$ cat src/rtl/rcrb_regs.svh
`ifndef RCRB_REGS_SVH
`define RCRB_REGS_SVH

// Register addresses
`define RCRB_ADDR_CONFIG    5'h00
`define RCRB_ADDR_AUTO_ACK  5'h01
`define RCRB_ADDR_RX_PIPE   5'h02
`define RCRB_ADDR_ADDR_W    5'h03
`define RCRB_ADDR_RETRY     5'h04
`define RCRB_ADDR_STATUS    5'h07
`define RCRB_ADDR_TEST_LO   5'h18
`define RCRB_ADDR_TEST_HI   5'h1B

// Reset values
`define RCRB_RST_CONFIG     8'h08
`define RCRB_RST_AUTO_ACK   8'h3F
`define RCRB_RST_RX_PIPE    8'h03
`define RCRB_RST_ADDR_W     8'h03
`define RCRB_RST_RETRY      8'h03

// Writable-bit masks, reserved bits stay zero
`define RCRB_MASK_CONFIG    8'h7F
`define RCRB_MASK_PIPE      8'h3F
`define RCRB_MASK_ADDR_W    8'h03
`define RCRB_MASK_RETRY     8'hFF

// Status flag positions
`define RCRB_STS_RX_READY   6
`define RCRB_STS_TX_SENT    5
`define RCRB_STS_RETRY_EXH  4

// Command opcode in bits 7:5 of the first byte
`define RCRB_CMD_READ       3'h0
`define RCRB_CMD_WRITE      3'h1

// Frame bit positions
`define RCRB_BIT_CMD_LAST   4'h7
`define RCRB_BIT_DATA_LAST  4'hF

// Timing
`define RCRB_CLK_MHZ        100
`define RCRB_RETRY_STEP_US  250

`endif

$ cat src/rtl/rcrb_pkg.sv
package rcrb_pkg;

  // Configuration register fields
  typedef struct packed {
    logic rxReadyIrqMask;
    logic txSentIrqMask;
    logic retryLimitIrqMask;
    logic crcEnable;
    logic checkLengthSelect;
    logic powerOnBit;
    logic roleSelect;
  } rcrb_cfg_s;

  // Settings handed to the radio core
  typedef struct packed {
    rcrb_cfg_s  cfg;
    logic [5:0] pipeAutoAck;
    logic [5:0] pipeRxEnable;
    logic [1:0] addrWidthCode;
    logic [3:0] retryDelayCode;
    logic [3:0] retryLimit;
  } rcrb_ctl_s;

  // Event pulses from the radio core
  typedef struct packed {
    logic rxReadyFlag;
    logic txSentFlag;
    logic retryExhaustedFlag;
  } rcrb_evt_s;

  // Serial frame states, Gray along the path
  typedef enum logic [1:0] {
    ST_IDLE = 2'h0,
    ST_CMD  = 2'h1,
    ST_DATA = 2'h3,
    ST_DONE = 2'h2
  } rcrb_state_e;

endpackage

$ cat src/rtl/rcrb_top.sv
`timescale 1ns/10ps
`include "rcrb_regs.svh"

module rcrb_top #(
  parameter int RETRY_STEP_CYC = `RCRB_RETRY_STEP_US * `RCRB_CLK_MHZ
) (
  // Clock and reset
  input  wire logic                ref_clk,
  input  wire logic                arst_n,
  // Serial host pins
  input  wire logic                spiCsN,
  input  wire logic                spiSck,
  input  wire logic                spiMosi,
  output logic                     spiMisoOut,
  output logic                     spiMisoOe,
  // Radio core events and interrupt pin
  input  wire rcrb_pkg::rcrb_evt_s evt,
  output logic                     irqN,
  // Settings to the radio core
  output rcrb_pkg::rcrb_ctl_s      ctl,
  output logic                     crcActive,
  output logic                     retryEnable,
  output logic [18:0]              retryDelayCycles,
  // Stored pipe address and its used part
  input  wire logic [39:0]         storedAddr,
  output logic [39:0]              activeAddr
);

  ////////////////////////////////////////////////////////////////////////
  // Elaboration check

  // Delay product must fit the 19-bit output
  if (RETRY_STEP_CYC < 1 || RETRY_STEP_CYC * 16 >= (1 << 19)) begin : g_badStep
    $error("RETRY_STEP_CYC out of range");
  end

  ////////////////////////////////////////////////////////////////////////
  // Pin synchronisers

  logic [2:0] pinSync1_r;   // First stage, read only by second
  logic [2:0] pinSync2_r;   // Second stage, safe to use
  logic       sckPrev_r;    // Previous clock level for edges

  // Two flops on csn, sck, mosi
  always_ff @(posedge ref_clk or negedge arst_n) begin
    if (!arst_n) begin
      // Idle pin levels: deselected, clock low, so no false edge
      pinSync1_r <= 3'h4;
      pinSync2_r <= 3'h4;
      sckPrev_r  <= 1'b0;
    end else begin
      pinSync1_r <= {spiCsN, spiSck, spiMosi};
      pinSync2_r <= pinSync1_r;
      sckPrev_r  <= pinSync2_r[1];
    end
  end

  wire csnS    = pinSync2_r[2];          // Chip select, active low
  wire sckS    = pinSync2_r[1];          // Serial clock level
  wire mosiS   = pinSync2_r[0];          // Serial data in
  wire sckRise = sckS & ~sckPrev_r;      // Sample edge
  wire sckFall = ~sckS & sckPrev_r;      // Shift-out edge

  ////////////////////////////////////////////////////////////////////////
  // Register storage

  rcrb_pkg::rcrb_cfg_s cfg_r;            // Configuration register
  logic [5:0]          autoAck_r;        // Auto-ack enables per pipe
  logic [5:0]          rxPipe_r;         // Receive enables per pipe
  logic [1:0]          addrW_r;          // Address width code
  logic [7:0]          retry_r;          // Delay and count codes
  logic [2:0]          flags_r;          // Sticky interrupt flags
  logic [2:0]          flags_nxt;        // Next flag value

  ////////////////////////////////////////////////////////////////////////
  // Serial frame state

  rcrb_pkg::rcrb_state_e state_r;        // Frame state
  logic [3:0]            bitCnt_r;       // Bits taken in this frame
  logic [7:0]            rxShift_r;      // Incoming bits
  logic [7:0]            txShift_r;      // Outgoing bits
  logic                  miso_r;         // Registered output bit
  logic [2:0]            opcode_r;       // Command opcode
  logic [4:0]            regAddr_r;      // Command address

  ////////////////////////////////////////////////////////////////////////
  // Decode

  // Command and data bytes as they complete
  wire [7:0] inByte     = {rxShift_r[6:0], mosiS};
  wire       cmdDone    = (state_r == rcrb_pkg::ST_CMD) && sckRise
                          && (bitCnt_r == `RCRB_BIT_CMD_LAST);
  wire       dataDone   = (state_r == rcrb_pkg::ST_DATA) && sckRise
                          && (bitCnt_r == `RCRB_BIT_DATA_LAST);
  wire       isWrite    = (opcode_r == `RCRB_CMD_WRITE);
  wire       isRead     = (inByte[7:5] == `RCRB_CMD_READ);

  // Test block addresses never take a write
  wire       testAddr   = (regAddr_r >= `RCRB_ADDR_TEST_LO)
                          && (regAddr_r <= `RCRB_ADDR_TEST_HI);
  wire       wrStrobe   = dataDone && isWrite && !testAddr;

  // Per-register write enables
  wire       wrConfig   = wrStrobe && (regAddr_r == `RCRB_ADDR_CONFIG);
  wire       wrAutoAck  = wrStrobe && (regAddr_r == `RCRB_ADDR_AUTO_ACK);
  wire       wrRxPipe   = wrStrobe && (regAddr_r == `RCRB_ADDR_RX_PIPE);
  wire       wrAddrW    = wrStrobe && (regAddr_r == `RCRB_ADDR_ADDR_W);
  wire       wrRetry    = wrStrobe && (regAddr_r == `RCRB_ADDR_RETRY);
  wire       wrStatus   = wrStrobe && (regAddr_r == `RCRB_ADDR_STATUS);

  // Masked write data, reserved bits dropped
  wire [7:0] wdConfig   = inByte & `RCRB_MASK_CONFIG;
  wire [7:0] wdPipe     = inByte & `RCRB_MASK_PIPE;
  wire [7:0] wdAddrW    = inByte & `RCRB_MASK_ADDR_W;

  // CRC reads forced high while any auto-ack bit is on
  wire       crcForced  = cfg_r.crcEnable | (|autoAck_r);

  // Read-back values, unused bits zero
  wire [7:0] rdConfig   = {1'b0, cfg_r.rxReadyIrqMask, cfg_r.txSentIrqMask,
                           cfg_r.retryLimitIrqMask, crcForced,
                           cfg_r.checkLengthSelect, cfg_r.powerOnBit,
                           cfg_r.roleSelect};
  wire [7:0] rdStatus   = {1'b0, flags_r, 4'h0};
  wire [4:0] rdAddr     = inByte[4:0];
  wire [7:0] rdData     =
      (rdAddr == `RCRB_ADDR_CONFIG)   ? rdConfig :
      (rdAddr == `RCRB_ADDR_AUTO_ACK) ? {2'h0, autoAck_r} :
      (rdAddr == `RCRB_ADDR_RX_PIPE)  ? {2'h0, rxPipe_r} :
      (rdAddr == `RCRB_ADDR_ADDR_W)   ? {6'h00, addrW_r} :
      (rdAddr == `RCRB_ADDR_RETRY)    ? retry_r :
      (rdAddr == `RCRB_ADDR_STATUS)   ? rdStatus :
                                        8'h00;

  ////////////////////////////////////////////////////////////////////////
  // Frame state machine

  // Tracks command byte, data byte, then idles to deselect
  always_ff @(posedge ref_clk or negedge arst_n) begin
    if (!arst_n) begin
      state_r   <= rcrb_pkg::ST_IDLE;
      bitCnt_r  <= 4'h0;
      rxShift_r <= 8'h00;
      opcode_r  <= 3'h0;
      regAddr_r <= 5'h00;
    end else if (csnS) begin
      // Deselect aborts any frame
      state_r  <= rcrb_pkg::ST_IDLE;
      bitCnt_r <= 4'h0;
    end else begin
      if (sckRise) begin
        rxShift_r <= inByte;
        bitCnt_r  <= bitCnt_r + 4'h1;
      end
      case (state_r)
        rcrb_pkg::ST_IDLE: begin
          // Select seen
          state_r <= rcrb_pkg::ST_CMD;
        end
        rcrb_pkg::ST_CMD: begin
          // Latch opcode and address
          if (cmdDone) begin
            opcode_r  <= inByte[7:5];
            regAddr_r <= inByte[4:0];
            state_r   <= rcrb_pkg::ST_DATA;
          end
        end
        rcrb_pkg::ST_DATA: begin
          // Data byte taken, extra bits ignored
          if (dataDone) begin
            state_r <= rcrb_pkg::ST_DONE;
          end
        end
        rcrb_pkg::ST_DONE: begin
          // Wait for deselect
          state_r <= rcrb_pkg::ST_DONE;
        end
        default: begin
          state_r <= rcrb_pkg::ST_IDLE;
        end
      endcase
    end
  end

  ////////////////////////////////////////////////////////////////////////
  // Serial output

  // Status on command byte, register on data byte of a read
  always_ff @(posedge ref_clk or negedge arst_n) begin
    if (!arst_n) begin
      txShift_r <= 8'h00;
      miso_r    <= 1'b0;
    end else if (state_r == rcrb_pkg::ST_IDLE && !csnS) begin
      miso_r    <= rdStatus[7];
      txShift_r <= {rdStatus[6:0], 1'b0};
    end else if (cmdDone) begin
      txShift_r <= isRead ? rdData : 8'h00;
    end else if (sckFall && !csnS) begin
      miso_r    <= txShift_r[7];
      txShift_r <= {txShift_r[6:0], 1'b0};
    end
  end

  // Drive data pin only while selected
  assign spiMisoOut = miso_r;
  assign spiMisoOe  = ~csnS;

  ////////////////////////////////////////////////////////////////////////
  // Configuration registers

  // Host writes; reserved bits masked off
  always_ff @(posedge ref_clk or negedge arst_n) begin
    if (!arst_n) begin
      cfg_r     <= rcrb_pkg::rcrb_cfg_s'(7'(`RCRB_RST_CONFIG));
      autoAck_r <= 6'(`RCRB_RST_AUTO_ACK);
      rxPipe_r  <= 6'(`RCRB_RST_RX_PIPE);
      addrW_r   <= 2'(`RCRB_RST_ADDR_W);
      retry_r   <= `RCRB_RST_RETRY;
    end else begin
      if (wrConfig) begin
        cfg_r <= rcrb_pkg::rcrb_cfg_s'(wdConfig[6:0]);
      end
      if (wrAutoAck) begin
        autoAck_r <= wdPipe[5:0];
      end
      if (wrRxPipe) begin
        rxPipe_r <= wdPipe[5:0];
      end
      if (wrAddrW) begin
        addrW_r <= wdAddrW[1:0];
      end
      if (wrRetry) begin
        retry_r <= inByte & `RCRB_MASK_RETRY;
      end
    end
  end

  ////////////////////////////////////////////////////////////////////////
  // Interrupt flags and pin

  // Event sets beat a same-cycle write-one clear
  wire [2:0] flagSet = {evt.rxReadyFlag, evt.txSentFlag, evt.retryExhaustedFlag};
  wire [2:0] flagClr = wrStatus ? {inByte[`RCRB_STS_RX_READY],
                                   inByte[`RCRB_STS_TX_SENT],
                                   inByte[`RCRB_STS_RETRY_EXH]} : 3'h0;
  assign flags_nxt = (flags_r & ~flagClr) | flagSet;

  // Masked sources kept off the pin
  wire [2:0] irqMask = {cfg_r.rxReadyIrqMask, cfg_r.txSentIrqMask,
                        cfg_r.retryLimitIrqMask};
  wire       irqAny  = |(flags_nxt & ~irqMask);

  // Flags and active-low pin from flops
  always_ff @(posedge ref_clk or negedge arst_n) begin
    if (!arst_n) begin
      flags_r <= 3'h0;
      irqN    <= 1'b1;
    end else begin
      flags_r <= flags_nxt;
      irqN    <= ~irqAny;
    end
  end

  ////////////////////////////////////////////////////////////////////////
  // Derived settings

  // Byte mask for the address width in use
  wire [39:0] addrMask =
      (addrW_r == 2'h1) ? 40'h00_00FF_FFFF :
      (addrW_r == 2'h2) ? 40'h00_FFFF_FFFF :
                          40'hFF_FFFF_FFFF;

  // Delay in cycles, (code+1) steps
  wire [31:0] delayFull = (32'(retry_r[7:4]) + 32'h0000_0001)
                          * 32'(RETRY_STEP_CYC);

  // Registered outputs to the radio core
  always_ff @(posedge ref_clk or negedge arst_n) begin
    if (!arst_n) begin
      activeAddr       <= 40'h00_0000_0000;
      retryDelayCycles <= 19'h0_0000;
      retryEnable      <= 1'b0;
      crcActive        <= 1'b0;
    end else begin
      activeAddr       <= storedAddr & addrMask;
      retryDelayCycles <= delayFull[18:0];
      retryEnable      <= |retry_r[3:0];
      crcActive        <= crcForced;
    end
  end

  // Configuration as the core sees it, check enable forced
  wire rcrb_pkg::rcrb_cfg_s cfgView = '{rxReadyIrqMask:    cfg_r.rxReadyIrqMask,
                                        txSentIrqMask:     cfg_r.txSentIrqMask,
                                        retryLimitIrqMask: cfg_r.retryLimitIrqMask,
                                        crcEnable:         crcForced,
                                        checkLengthSelect: cfg_r.checkLengthSelect,
                                        powerOnBit:        cfg_r.powerOnBit,
                                        roleSelect:        cfg_r.roleSelect};

  // Settings bundle straight from registers, one driver
  assign ctl = '{cfg:            cfgView,
                 pipeAutoAck:    autoAck_r,
                 pipeRxEnable:   rxPipe_r,
                 addrWidthCode:  addrW_r,
                 retryDelayCode: retry_r[7:4],
                 retryLimit:     retry_r[3:0]};

endmodule

$ cat config.mk
export PLATFORM = sky130hd
export DESIGN_NAME = rcrb_top
export DESIGN_NICKNAME = d
export VERILOG_FILES = /design/src/rtl/rcrb_pkg.sv /design/src/rtl/rcrb_top.sv
export VERILOG_INCLUDE_DIRS = /design/src /design/src/rtl
export SDC_FILE = /design/constraint.sdc
export NUM_CORES = 1
export LEC_CHECK = 0
export BUFFER_PORTS_ARGS = -buffer_cell sky130_fd_sc_hd__buf_2
export CORE_ASPECT_RATIO = 0.8
export CORE_MARGIN = 2
export CORE_UTILIZATION = 58
export DETAILED_ROUTE_END_ITERATION = 8
export HOLD_SLACK_MARGIN = 0.06
export PLACE_DENSITY = 0.86
export SETUP_SLACK_MARGIN = 0.15
export SYNTH_ARGS = -nofsm -noshare
export SYNTH_HDL_FRONTEND = slang
export SYNTH_SLANG_ARGS = --single-unit
$ cat constraint.sdc
create_clock -name ref_clk -period 5.8 [get_ports ref_clk]
set_input_delay 1.16 -clock ref_clk [delete_from_list [all_inputs] [get_ports ref_clk]]
set_output_delay 1.16 -clock ref_clk [all_outputs]
set_load 0.1 [all_outputs]
=== After elaboration in Yosys (flattened, before gate mapping) ===
Cells that the tools add are included.

* Reductions and logical operators: 31
* Bitwise operators: 13
* Multipliers: 1
* Equal/unequal tests: 21
* Order comparisons: 2
* Add/sub/neg operators: 2
* Muxes and demuxes: 22

{| class="wikitable"
|+ Operator list
! kind !! number
|-
| $mux 40 || 2
|-
| $mux 8 || 9
|-
| $and 40x40->40 || 1
|-
| $eq 5x2->1 const B || 4
|-
| $eq 5x3->1 const B || 4
|-
| $mul 5x12->16 const B || 1
|-
| $logic_and 1x1->1 || 15
|-
| $eq 5x1->1 const B || 2
|-
| $logic_not 5->1 || 2
|-
| $mux 4 || 2
|-
| $pmux 2 s4 || 1
|-
| $mux 7 || 1
|-
| $and 3x3->3 || 2
|-
| $eq 2x2->1 const B || 3
|-
| $mux 2 || 3
|-
| $ne 3x3->1 const B || 2
|-
| $not 3->3 || 2
|-
| $reduce_and 2->1 || 3
|-
| $reduce_or 6->1 || 1
|-
| $add 4x1->5 const B || 1
|-
| $ge 5x5->1 const B || 1
|-
| $le 5x5->1 const B || 1
|-
| $add 4x1->4 const B || 1
|-
| $eq 2x1->1 const B || 2
|-
| 18 further kinds || 26
|}

* Output and inout bits: 93
* Input bits: 48
* Register bits after elaboration: 128

=== Logic depth before layout (Yosys ltp) ===
Gate-level depths: netlist (run 1).

* Word-level depth: 14
* Gate-level depth with buffers: 12
* Depth with buffers taken out: 11

=== Least setup slack after synthesis (run 1) ===
Ideal clock, no wire load.

* Path type: register to register
* Start point: register retry_r[4]
* End point: register retryDelayCycles[13]
* Setup time: 0.116 ns
* Cell stages (with the launch flop): 13
* Arrival: 3.961 ns
* Data required time: 5.684 ns
* Period minus slack after synthesis: 4.076 ns
* Slack: 1.724 ns
* Path through: dfrtp_1 ha_1 xor2_1 ha_1 xor2_1 ha_1 clkbuf_1 ha_1 ha_1 or3_1 o221ai_1 or4b_1 o311ai_0

* Word-level cells in the longest chain between the ends: 2

{| class="wikitable"
|+ Ends and longest elaborated chain
! item !! line !! text
|-
| from (decl) || rcrb_top.sv:71 || <nowiki>logic [7:0] retry_r;</nowiki>
|-
| from (signal assigned) || rcrb_top.sv:218 || <nowiki>retry_r <= `RCRB_RST_RETRY;</nowiki>
|-
| from (signal assigned) || rcrb_top.sv:233 || <nowiki>retry_r <= inByte & `RCRB_MASK_RETRY;</nowiki>
|-
| $add 4x1->5 || rcrb_top.sv:274 || <nowiki>wire [31:0] delayFull = (32'(retry_r[7:4]) + 32'h0000_0001)</nowiki>
|-
| $mul 5x12->16 || rcrb_top.sv:275 || <nowiki>* 32'(RETRY_STEP_CYC);</nowiki>
|-
| net delayFull[13] || rcrb_top.sv:274 ||
|-
| to (signal assigned) || rcrb_top.sv:286 || <nowiki>retryDelayCycles <= delayFull[18:0];</nowiki>
|-
| to (decl) || rcrb_top.sv:23 || <nowiki>output logic [18:0] retryDelayCycles,</nowiki>
|}

The timed path passes the listed nets, and every way through them passes these cells.
A chain may end at the register's enable or synchronous reset.

=== Final worst setup path (run 1) ===
Ends and elaborated chain as after synthesis.

==> impl_metrics.tcl, run 1 <==
set metrics [dict create \
    synthesis.area_um2 5830 \
    path_class "reg -> reg" \
    p_comb_share_pct 11.6 \
    irDropWorstVdd_mv 0.227 \
    power_w 0.00235 \
    port_buffers 137 \
    grt.overflow.total 0 \
    synth_seq_area_share_pct 55.3 \
    clock_sinks 128 \
    grtUsageTotal_pct 26.0 \
    grt_max_degree 89 \
    post_cts_resized 0 \
    antenna_left 0 \
    r2r_cells 11 \
    synth-xor-area-share_pct 2.10 \
    cp_max_fo 7 \
    layout-drive-gt1-share_pct 39.3 \
    cp.depth 11 \
    r2r-start "retry_r[4]" \
    start_util_pct 59.9 \
    synth_top_family_by_area "simple AND/OR/NAND/NOR gates" \
    hold_violations 0 \
    synth-simple-area-share_pct 13.1 \
    rows 32 \
    grt_pass1_vias 4425 \
    cts_buffers 17 \
    die_area_um2 10900 \
    swShare_pct 27.4 \
    antenna_found_initial 0 \
    clkPwrFrac_pct 45.1 \
    wl_per_cell_um 17.9 \
    crit_chain "ha_1 > xor2_1 > ha_1 > xor2_1 > ha_1 > ha_1 > ha_1 > or3_1 > o221ai_1 > or4b_1 > o311ai_0" \
    synthFlopType "dfrtp_1" \
    dp_hpwl_um 9500 \
    h-tree-depth 4 \
    drv_slew 0 \
    crit_family "adder cells" \
    synthMuxAreaShare_pct 9.89 \
    drtPass1Iterations 5 \
    syn_avg_cell_area_um2 12.4 \
    worst_pin_slew_ps 1090 \
    netSwitchingPower_w 0.000644 \
    clk_path_buf_depth 2 \
    rrSetupSlack_ps 1710 \
    hold_buffers 0 \
    fin_hold_ws_ps 349 \
    ys_top_cells_by_area "dfrtp_1 48%, mux2_2 8.7%, dfstp_2 7.2%, ha_1 6.9%, nor2_1 1.6%" \
    nets 684 \
    synth_edf_count 0 \
    required_ps 6090 \
    synth_top_cell_by_area "dfrtp_1" \
    synth_cell_type_count 70 \
    fp.dieH_um 93.7 \
    ys_ff_latch 128 \
    drt_iter0_markers 371 \
    post-route-period-util_pct 70.6 \
    clk_pin_slew_ps 60 \
    hold_start "pinSync1_r[1]" \
    crit_buf_inv 0 \
    clock.fmax_mhz 244 \
    hold_depth 0 \
    pwr_density_cell_nw_per_um2 328 \
    gp_congestion 0.865 \
    cp-end-kind "register" \
    synth_fa_ha_area_share_pct 7.21 \
    vias 4329 \
    grt_pass1_wl_um 21500 \
    p_leak_nw 3.59 \
    rr_endpoint "retryDelayCycles[13]" \
    critPathMaxStageDelay_ps 500 \
    synth_cells 470 \
    status "finished, final reports clean" \
    clock_skew_ps 8.57 \
    ctsRootBufferMaster "clkbuf_16" \
    fin_crit_ps 4090 \
    synth_common_cells "112 x dfrtp_1, 45 x mux2_2, 32 x ha_1" \
    p_int_w 0.00171 \
    cts_tree "yes" \
    cts_setup_buffers 0 \
    worstSetupStartpointType "register" \
    die_x_um 116 \
    seqPwrFrac_pct 43.4 \
    drcViolationCount 0 \
    core_area_um2 9730 \
    insertion_delay_ps 410 \
    yosys.cell_count.top_type "dfrtp_1" \
    drt_wl_total_um 13500 \
    drv_cap 0 \
    ios 141 \
    antennaDiodeCount 0 \
    area_growth_pct 22.8 \
    arrival_ps 4380 \
    cpMostUsedCell "ha_1" \
    setup_violations 0 \
    slowest_stage "or4b_1" \
    final_cells 752 \
    worstHoldPathType "reg -> reg" \
    rsz0062_at_grt "no" \
    dp_cells 720 \
    avgViaCountPerCell 5.76 \
    min_to "pinSync2_r[1]" \
    tns_ps 0 \
    synth-compound-area-share_pct 8.69 \
    slew_headroom_pct 27.6 \
    ys_warn_count 0 \
    synth.top_cell.area_share_pct 48.1 \
    synthArstFlopShare_pct 100 \
]
==> area by class of cell <==
type | instances | area (µm²)
inverters | 19 | 71.3
clock inverters | 5 | 77.6
fillers | 656 | 2560
flip-flops and latches | 128 | 3220
multi-input cells | 299 | 2400
well taps | 136 | 170
clock buffers | 27 | 523
repair buffers | 138 | 696
==> logic make-up after synthesis <==
family	Yosys count
flip-flops	128
AND/OR/NAND/NOR	126
AO/OA/AOI/OAI	70
multiplexers	52
buffers and inverters	46
adder cells (fa/ha/maj)	33
XOR/XNOR	14
other	1
==> state kept, by name, indices dropped and copies added (netlist names), 4 cells and up <==
name and count:
activeAddr 40, autoAck_r 6, bitCnt_r 4, ctl 6, regAddr_r 5, retryDelayCycles 16, retry_r 8, rxPipe_r 6
rxShift_r 7, txShift_r 8
==> worst max path at each step <==
stage               slack [ps]                    to  startpoint
floorplan                 1720  retryDelayCycles[13]  retry_r[4]
global placement          2140  retryDelayCycles[13]  retry_r[4]
detailed placement        1800  retryDelayCycles[13]  retry_r[4]
CTS                       1730  retryDelayCycles[13]  retry_r[4]
global route              1500  retryDelayCycles[13]  retry_r[4]
finish                    1710  retryDelayCycles[13]  retry_r[4]
==> power groups by stage <==
| stage | Combinational, W | Clock (W) | Sequential (W) |
|---|---|---|---|
| after floorplan | 0.000127 | 0 | 0.00109 |
| after global placement | 0.000264 | 0 | 0.00103 |
| after detailed placement | 0.000270 | 0 | 0.00103 |
| after CTS | 0.000273 | 0.00108 | 0.00102 |
| after global routing | 0.000286 | 0.00112 | 0.00103 |
| final | 0.000272 | 0.00106 | 0.00102 |
==> routing by layer <==
layer  track usage [%]  share of wire (%)
met1              33.5                 42
met3              7.48                6.8
met4              9.33                1.8
met2              42.3                 49
met5                 0                  0
==> cell usage in the layout (no fill, tap or decap), drive strengths merged, types with 8 or more instances in the layout <==
master,instances
xnor2,8
dfrtp,112
mux2,45
nor3,8
nand2,16
ha,32
a21oi,11
buf,138
nor2b,15
nand3,11
o21ai,9
clkbuf,27
inv,19
nor2,25
dfstp,16
and2,10
==> per-stage QoR <==
| step | instance area [µm²] | setup slack, ps | utilization, % |
|---|---|---|---|
| 6_report | 7160 | 1710 | 73.6 |
| 5_1_grt | 7160 | 1500 | 73.6 |
| 4_1_cts | 7160 | 1730 | 73.6 |
| 3_5_place_dp | 6560 | 1800 | 67.5 |
| 3_3_place_gp | 6560 | 2140 | 67.5 |
| 2_1_floorplan | 5840 | 1720 | - |
Power figures use the tool's default switching activity.
==> inputs of run 2 (changes only) <==
--- a/config.mk
+++ b/config.mk
@@ -9,10 +9,10 @@
 export BUFFER_PORTS_ARGS = -buffer_cell sky130_fd_sc_hd__buf_2
 export CORE_ASPECT_RATIO = 0.8
 export CORE_MARGIN = 2
-export CORE_UTILIZATION = 58
+export CORE_UTILIZATION = 48
 export DETAILED_ROUTE_END_ITERATION = 8
 export HOLD_SLACK_MARGIN = 0.06
-export PLACE_DENSITY = 0.86
+export PLACE_DENSITY = 0.76
 export SETUP_SLACK_MARGIN = 0.15
 export SYNTH_ARGS = -nofsm -noshare
 export SYNTH_HDL_FRONTEND = slang
==> constraint.sdc (replaced) <==
create_clock -name ref_clk -period 3.5 [get_ports ref_clk]
set_input_delay 0.7 -clock ref_clk [delete_from_list [all_inputs] [get_ports ref_clk]]
set_output_delay 0.7 -clock ref_clk [all_outputs]
set_load 0.1 [all_outputs]
==> run 2 against run 1 <==
  * Sequential power up 67%
  * Highest routed layer unchanged
  * Largest cell class unchanged
  * Cell count increased by 2.3%
  * Critical path type unchanged
  * Combinational power up 64%
==> impl_metrics.tcl, run 2 (same netlist as run 1, synthesis figures left out) <==
set metrics [dict create \
    status "finished, final reports clean" \
    rows 35 \
    fin_crit_ps 3260 \
    seqPwrFrac_pct 44.6 \
    irDropWorstVdd_mv 0.379 \
    rsz0062_at_grt "yes" \
    slew_headroom_pct 47.4 \
    cp_max_fo 7 \
    drt_wl_total_um 13100 \
    cpMostUsedCell "ha_4" \
    ctsRootBufferMaster "clkbuf_16" \
    crit_buf_inv 1 \
    pwr_density_cell_nw_per_um2 519 \
    post-route-period-util_pct 93.1 \
    insertion_delay_ps 410 \
    wl_per_cell_um 17.1 \
    grt.overflow.total 0 \
    setup_ws_ps 241 \
    antennaDiodeCount 0 \
    crit_family "adder cells" \
    dp_hpwl_um 9320 \
    clock.fmax_mhz 307 \
    start_util_pct 49.9 \
    netSwitchingPower_w 0.00112 \
    p_int_w 0.00269 \
    largest_register_ffs 40 \
    tns_ps 0 \
    cts_tree "yes" \
    setup_violations 0 \
    drv_cap 0 \
    area_growth_pct 25.9 \
    cts_buffers 17 \
    arrival_ps 3510 \
    final_cell_mix "136 x buf_2, 108 x dfrtp_1, 45 x mux2_2" \
    slowest_stage "dfrtp_4" \
    antenna_left 0 \
    clk_path_buf_depth 2 \
    die_area_um2 13100 \
    worstHoldPathType "in -> async" \
    nets 689 \
    clock_skew_ps 7.19 \
    gp_congestion 0.899 \
    grt_max_degree 57 \
    crit_chain "ha_4 > and3_4 > ha_4 > xor2_2 > ha_2 > ha_4 > ha_2 > and3b_1 > o221ai_4 > buf_4 > o2111ai_1 > o311ai_0" \
    hold_violations 0 \
    pre_cts_slack_ps 129 \
    reg_top3 "activeAddr (40), retryDelayCycles (16)" \
    fin_hold_ws_ps 350 \
    clock_sinks 128 \
    swShare_pct 29.5 \
    p_leak_nw 3.60 \
    layout-drive-gt1-share_pct 44.1 \
    fp.dieH_um 103 \
    grt_pass1_vias 4223 \
    drtPass1Iterations 5 \
    antenna_found_initial 0 \
    required_ps 3750 \
    drv_slew 0 \
    clk_pin_slew_ps 60 \
    core_area_um2 11700 \
    cp-end-kind "register" \
    grtUsageTotal_pct 21.2 \
    p_comb_share_pct 11.7 \
    h-tree-depth 4 \
    path_class "reg -> reg" \
    drt_iter0_markers 218 \
    drcViolationCount 0 \
    critPathMaxStageDelay_ps 530 \
    regMostFlops "activeAddr" \
    worstSetupStartpointType "register" \
    grt_pass1_wl_um 21200 \
    vias 4263 \
    clkPwrFrac_pct 43.7 \
    die_x_um 127 \
    port_buffers 137 \
    worst_pin_slew_ps 790 \
    final_common_cell "buf_2" \
    ios 141 \
    avgViaCountPerCell 5.54 \
]
-- run 2: area by class of cell --
type | instances | area (µm²)
timing repair buffer | 143 | 746
fill | 878 | 4350
tap | 148 | 185
clock inverter | 13 | 113
clock buffer | 19 | 453
inverter | 19 | 71.3
sequential | 128 | 3240
multi-input combinational | 299 | 2540
-- run 2: per-layer routing --
metal | up-vias | track usage (%) | share of wire [%] | wire [µm]
li1 | 1955 | - | - | -
met1 | 2109 | 27.5 | 44 | 5780
met2 | 180 | 34.3 | 47 | 6220
met3 | 19 | 6.33 | 6.7 | 876
met4 | 0 | 8.11 | 1.8 | 240
met5 | - | 0 | 0 | 0
-- run 2: final timing paths --
| kind | start | endpoint | slack, ps | depth (start not counted) |
|---|---|---|---|---|
| setup / recovery | retry_r[4] | retryDelayCycles[17] | 240 | 12 |
| hold / removal | arst_n | activeAddr[15] | 350 | 1 |
| setup reg to reg | retry_r[4] | retryDelayCycles[17] | 240 | 12 |
| hold reg to reg | pinSync1_r[2] | pinSync2_r[2] | 350 | 0 |
| max in group asynchronous | arst_n | retry_r[1] | 2360 | 2 |
| min in group ref_clk | pinSync1_r[2] | pinSync2_r[2] | 350 | 0 |
-- run 2: stage by stage --
stage	instances	power [W]	instance area, µm²	utilization [%]
after global routing	769	0.00396	7340	62.8
after global placement	735	0.00216	6740	57.6
final	769	0.00381	7340	62.8
after CTS	768	0.00384	7310	62.6
after floorplan	473	0.00201	5960	-
after detailed placement	735	0.00217	6740	57.6
-- run 2: repair_timing --
action	CTS	global route
resized for setup	1	6
buffers inserted	1	1
pin swaps	0	1
hold buffers	0	0
endpoints found under the setup margin	2	6
-- run 2: power by group through the flow --
stage / sequential [W] / combinational [W] / clock (W)
floorplan: 0.00180 / 0.000211 / 0
global placement: 0.00172 / 0.000440 / 0
detailed placement: 0.00172 / 0.000447 / 0
CTS: 0.00170 / 0.000448 / 0.00170
global route: 0.00171 / 0.000474 / 0.00177
finish: 0.00170 / 0.000445 / 0.00166
==> inputs of run 3 (changes only) <==
--- a/config.mk
+++ b/config.mk
@@ -9,10 +9,10 @@
 export BUFFER_PORTS_ARGS = -buffer_cell sky130_fd_sc_hd__buf_2
 export CORE_ASPECT_RATIO = 0.8
 export CORE_MARGIN = 2
-export CORE_UTILIZATION = 48
+export CORE_UTILIZATION = 54
 export DETAILED_ROUTE_END_ITERATION = 8
 export HOLD_SLACK_MARGIN = 0.06
-export PLACE_DENSITY = 0.76
+export PLACE_DENSITY = 0.8
 export SETUP_SLACK_MARGIN = 0.15
 export SYNTH_ARGS = -nofsm -noshare
 export SYNTH_HDL_FRONTEND = slang
==> constraint.sdc (replaced) <==
create_clock -name ref_clk -period 3.28 [get_ports ref_clk]
set_input_delay 0.656 -clock ref_clk [delete_from_list [all_inputs] [get_ports ref_clk]]
set_output_delay 0.656 -clock ref_clk [all_outputs]
set_load 0.1 [all_outputs]
==> run 3 against run 2 <==
  * Combinational power up 7.2%
  * Utilization up 10 points
  * Via count about the same
  * Wire length up 3.6%
  * First-iteration DRC count up 33%
  * Maximum frequency up 3.1%
  * Cell count down 0.26%
  * Critical endpoint is now retryDelayCycles[13]
  * Highest routed layer unchanged
==> impl_metrics.tcl, run 3 (same netlist as run 1, synthesis figures left out) <==
set metrics [dict create \
    die_area_um2 11700 \
    drt_wl_total_um 13600 \
    ctsRootBufferMaster "clkbuf_16" \
    drcViolationCount 0 \
    fin_util_pct 73.1 \
    status "finished, final reports clean" \
    dp_cells 729 \
    grt.overflow.total 0 \
    required_ps 3600 \
    r2r-start "retry_r[5]" \
    swShare_pct 28.0 \
    grtUsageTotal_pct 24.6 \
    cpMostUsedCell "ha_4" \
    dp_hpwl_um 9260 \
    h-tree-depth 4 \
    arrival_ps 3480 \
    regMostFlops "activeAddr" \
    startpoint "retry_r[5]" \
    fin_crit_ps 3160 \
    grt_max_degree 78 \
    crit_buf_inv 0 \
    crit_chain "ha_4 > and3_4 > ha_4 > xor2_4 > xor2_1 > ha_1 > ha_4 > or3_4 > o221ai_4 > or4b_1 > o311ai_1" \
    rows 33 \
    clk_path_buf_depth 2 \
    core_area_um2 10400 \
    layout-drive-gt1-share_pct 45.0 \
    drtPass1Iterations 4 \
    r2r_cells 11 \
    cp_max_fo 3 \
    final_common_cell "buf_2" \
    fp.dieH_um 97.0 \
    path_class "reg -> reg" \
    fin_hold_ws_ps 135 \
    grt_pass1_vias 4371 \
    final_cell_mix "136 x buf_2, 108 x dfrtp_1, 45 x mux2_2" \
    seqPwrFrac_pct 41.4 \
    antennaDiodeCount 0 \
    worstHoldPathType "in -> async" \
    antenna_left 0 \
    gp_congestion 0.848 \
    port_buffers 137 \
    clock.fmax_mhz 316 \
    largest_register_ffs 40 \
    cts_tree "yes" \
    tns_ps 0 \
    pwr_density_cell_nw_per_um2 576 \
    cts_buffers 17 \
    ios 141 \
    cp.depth 11 \
    slew_headroom_pct 45.0 \
    drv_slew 0 \
    irDropWorstVdd_mv 0.436 \
    worst_pin_slew_ps 826 \
    vias 4264 \
    wl_per_cell_um 17.7 \
    nFillCells 700 \
    power_w 0.00437 \
    drt_iter0_markers 291 \
    p_leak_nw 3.67 \
    clock_sinks 128 \
    p_int_w 0.00314 \
    critPathMaxStageDelay_ps 500 \
    p_comb_share_pct 10.9 \
    crit_family "simple AND/OR/NAND/NOR gates" \
    grt_pass1_wl_um 22300 \
    clkPwrFrac_pct 47.7 \
    netSwitchingPower_w 0.00122 \
    nets 695 \
    clock_skew_ps 4.57 \
    clk_pin_slew_ps 60 \
    worstSetupStartpointType "register" \
    antenna_found_initial 0 \
    insertion_delay_ps 410 \
    hold_violations 0 \
    multiInputGateArea_um2 2640 \
    cp-end-kind "register" \
    final_cells 767 \
    rsz0062_at_grt "yes" \
    avgViaCountPerCell 5.56 \
    post-route-period-util_pct 96.4 \
    die_x_um 120 \
    drv_cap 0 \
    slowest_stage "dfrtp_4" \
    reg_top3 "activeAddr (40), retryDelayCycles (16)" \
    setup_violations 0 \
    start_util_pct 56.3 \
    regArea_um2 3240 \
    area_growth_pct 29.9 \
]
## run 3: final timing paths
path / to / slack, ps
min in group ref_clk: pinSync1_r[2] / 340
max in group asynchronous: irqN / 2410
hold / removal: activeAddr[6] / 130
setup reg to reg: retryDelayCycles[13] / 120
setup / recovery: retryDelayCycles[13] / 120
hold reg to reg: pinSync2_r[1] / 350
## run 3: area by class of cell
cell class,count,share of cell area [%]
Timing Repair Buffer,149,10.4
Clock buffer,17,5.62
Multi-Input combinational cell,299,34.9
Clock inverter,15,3.10
Tap cell,140,2.31
Inverter,19,0.941
Sequential cell,128,42.7
## run 3: layer usage
layer / global-route usage [%] / up-vias / wire, µm
met4: 9.86 / 0 / 168
li1: - / 1968 / -
met1: 32.6 / 2120 / 6000
met2: 39.0 / 157 / 6590
met3: 5.84 / 19 / 822
met5: 0 / - / 0
## run 3: worst reg2reg max path: stages, from the launching register on
cell	delay, ps
dfrtp_4	500
ha_4	190
and3_4	200
ha_4	170
xor2_4	170
xor2_1	190
ha_1	340
ha_4	170
or3_4	380
o221ai_4	190
or4b_1	460
o311ai_1	100
## run 3: repair_timing
item	CTS	global route
setup buffers	5	1
gates cloned	0	0
gates resized for setup	7	13
hold buffers	0	0
setup endpoints to repair	5	7
endpoints found under the hold margin	0	0
pin swaps	4	6
## run 3: power by group through the flow
| stage | clock, W | sequential, W | combinational (W) |
|---|---|---|---|
| after detailed placement | 0 | 0.00183 | 0.000476 |
| after CTS | 0.00211 | 0.00180 | 0.000479 |
| final | 0.00208 | 0.00181 | 0.000477 |
| after floorplan | 0 | 0.00192 | 0.000225 |
| after global routing | 0.00219 | 0.00182 | 0.000508 |
| after global placement | 0 | 0.00182 | 0.000469 |
## run 3: stage by stage
| step | area [µm²] | setup slack (ps) |
|---|---|---|
| floorplan | 5970 | -54.9 |
| global placement | 6750 | 70.4 |
| detailed placement | 6750 | -32.1 |
| CTS | 7500 | 124 |
| global route | 7580 | 35.5 |
| finish | 7580 | 119 |
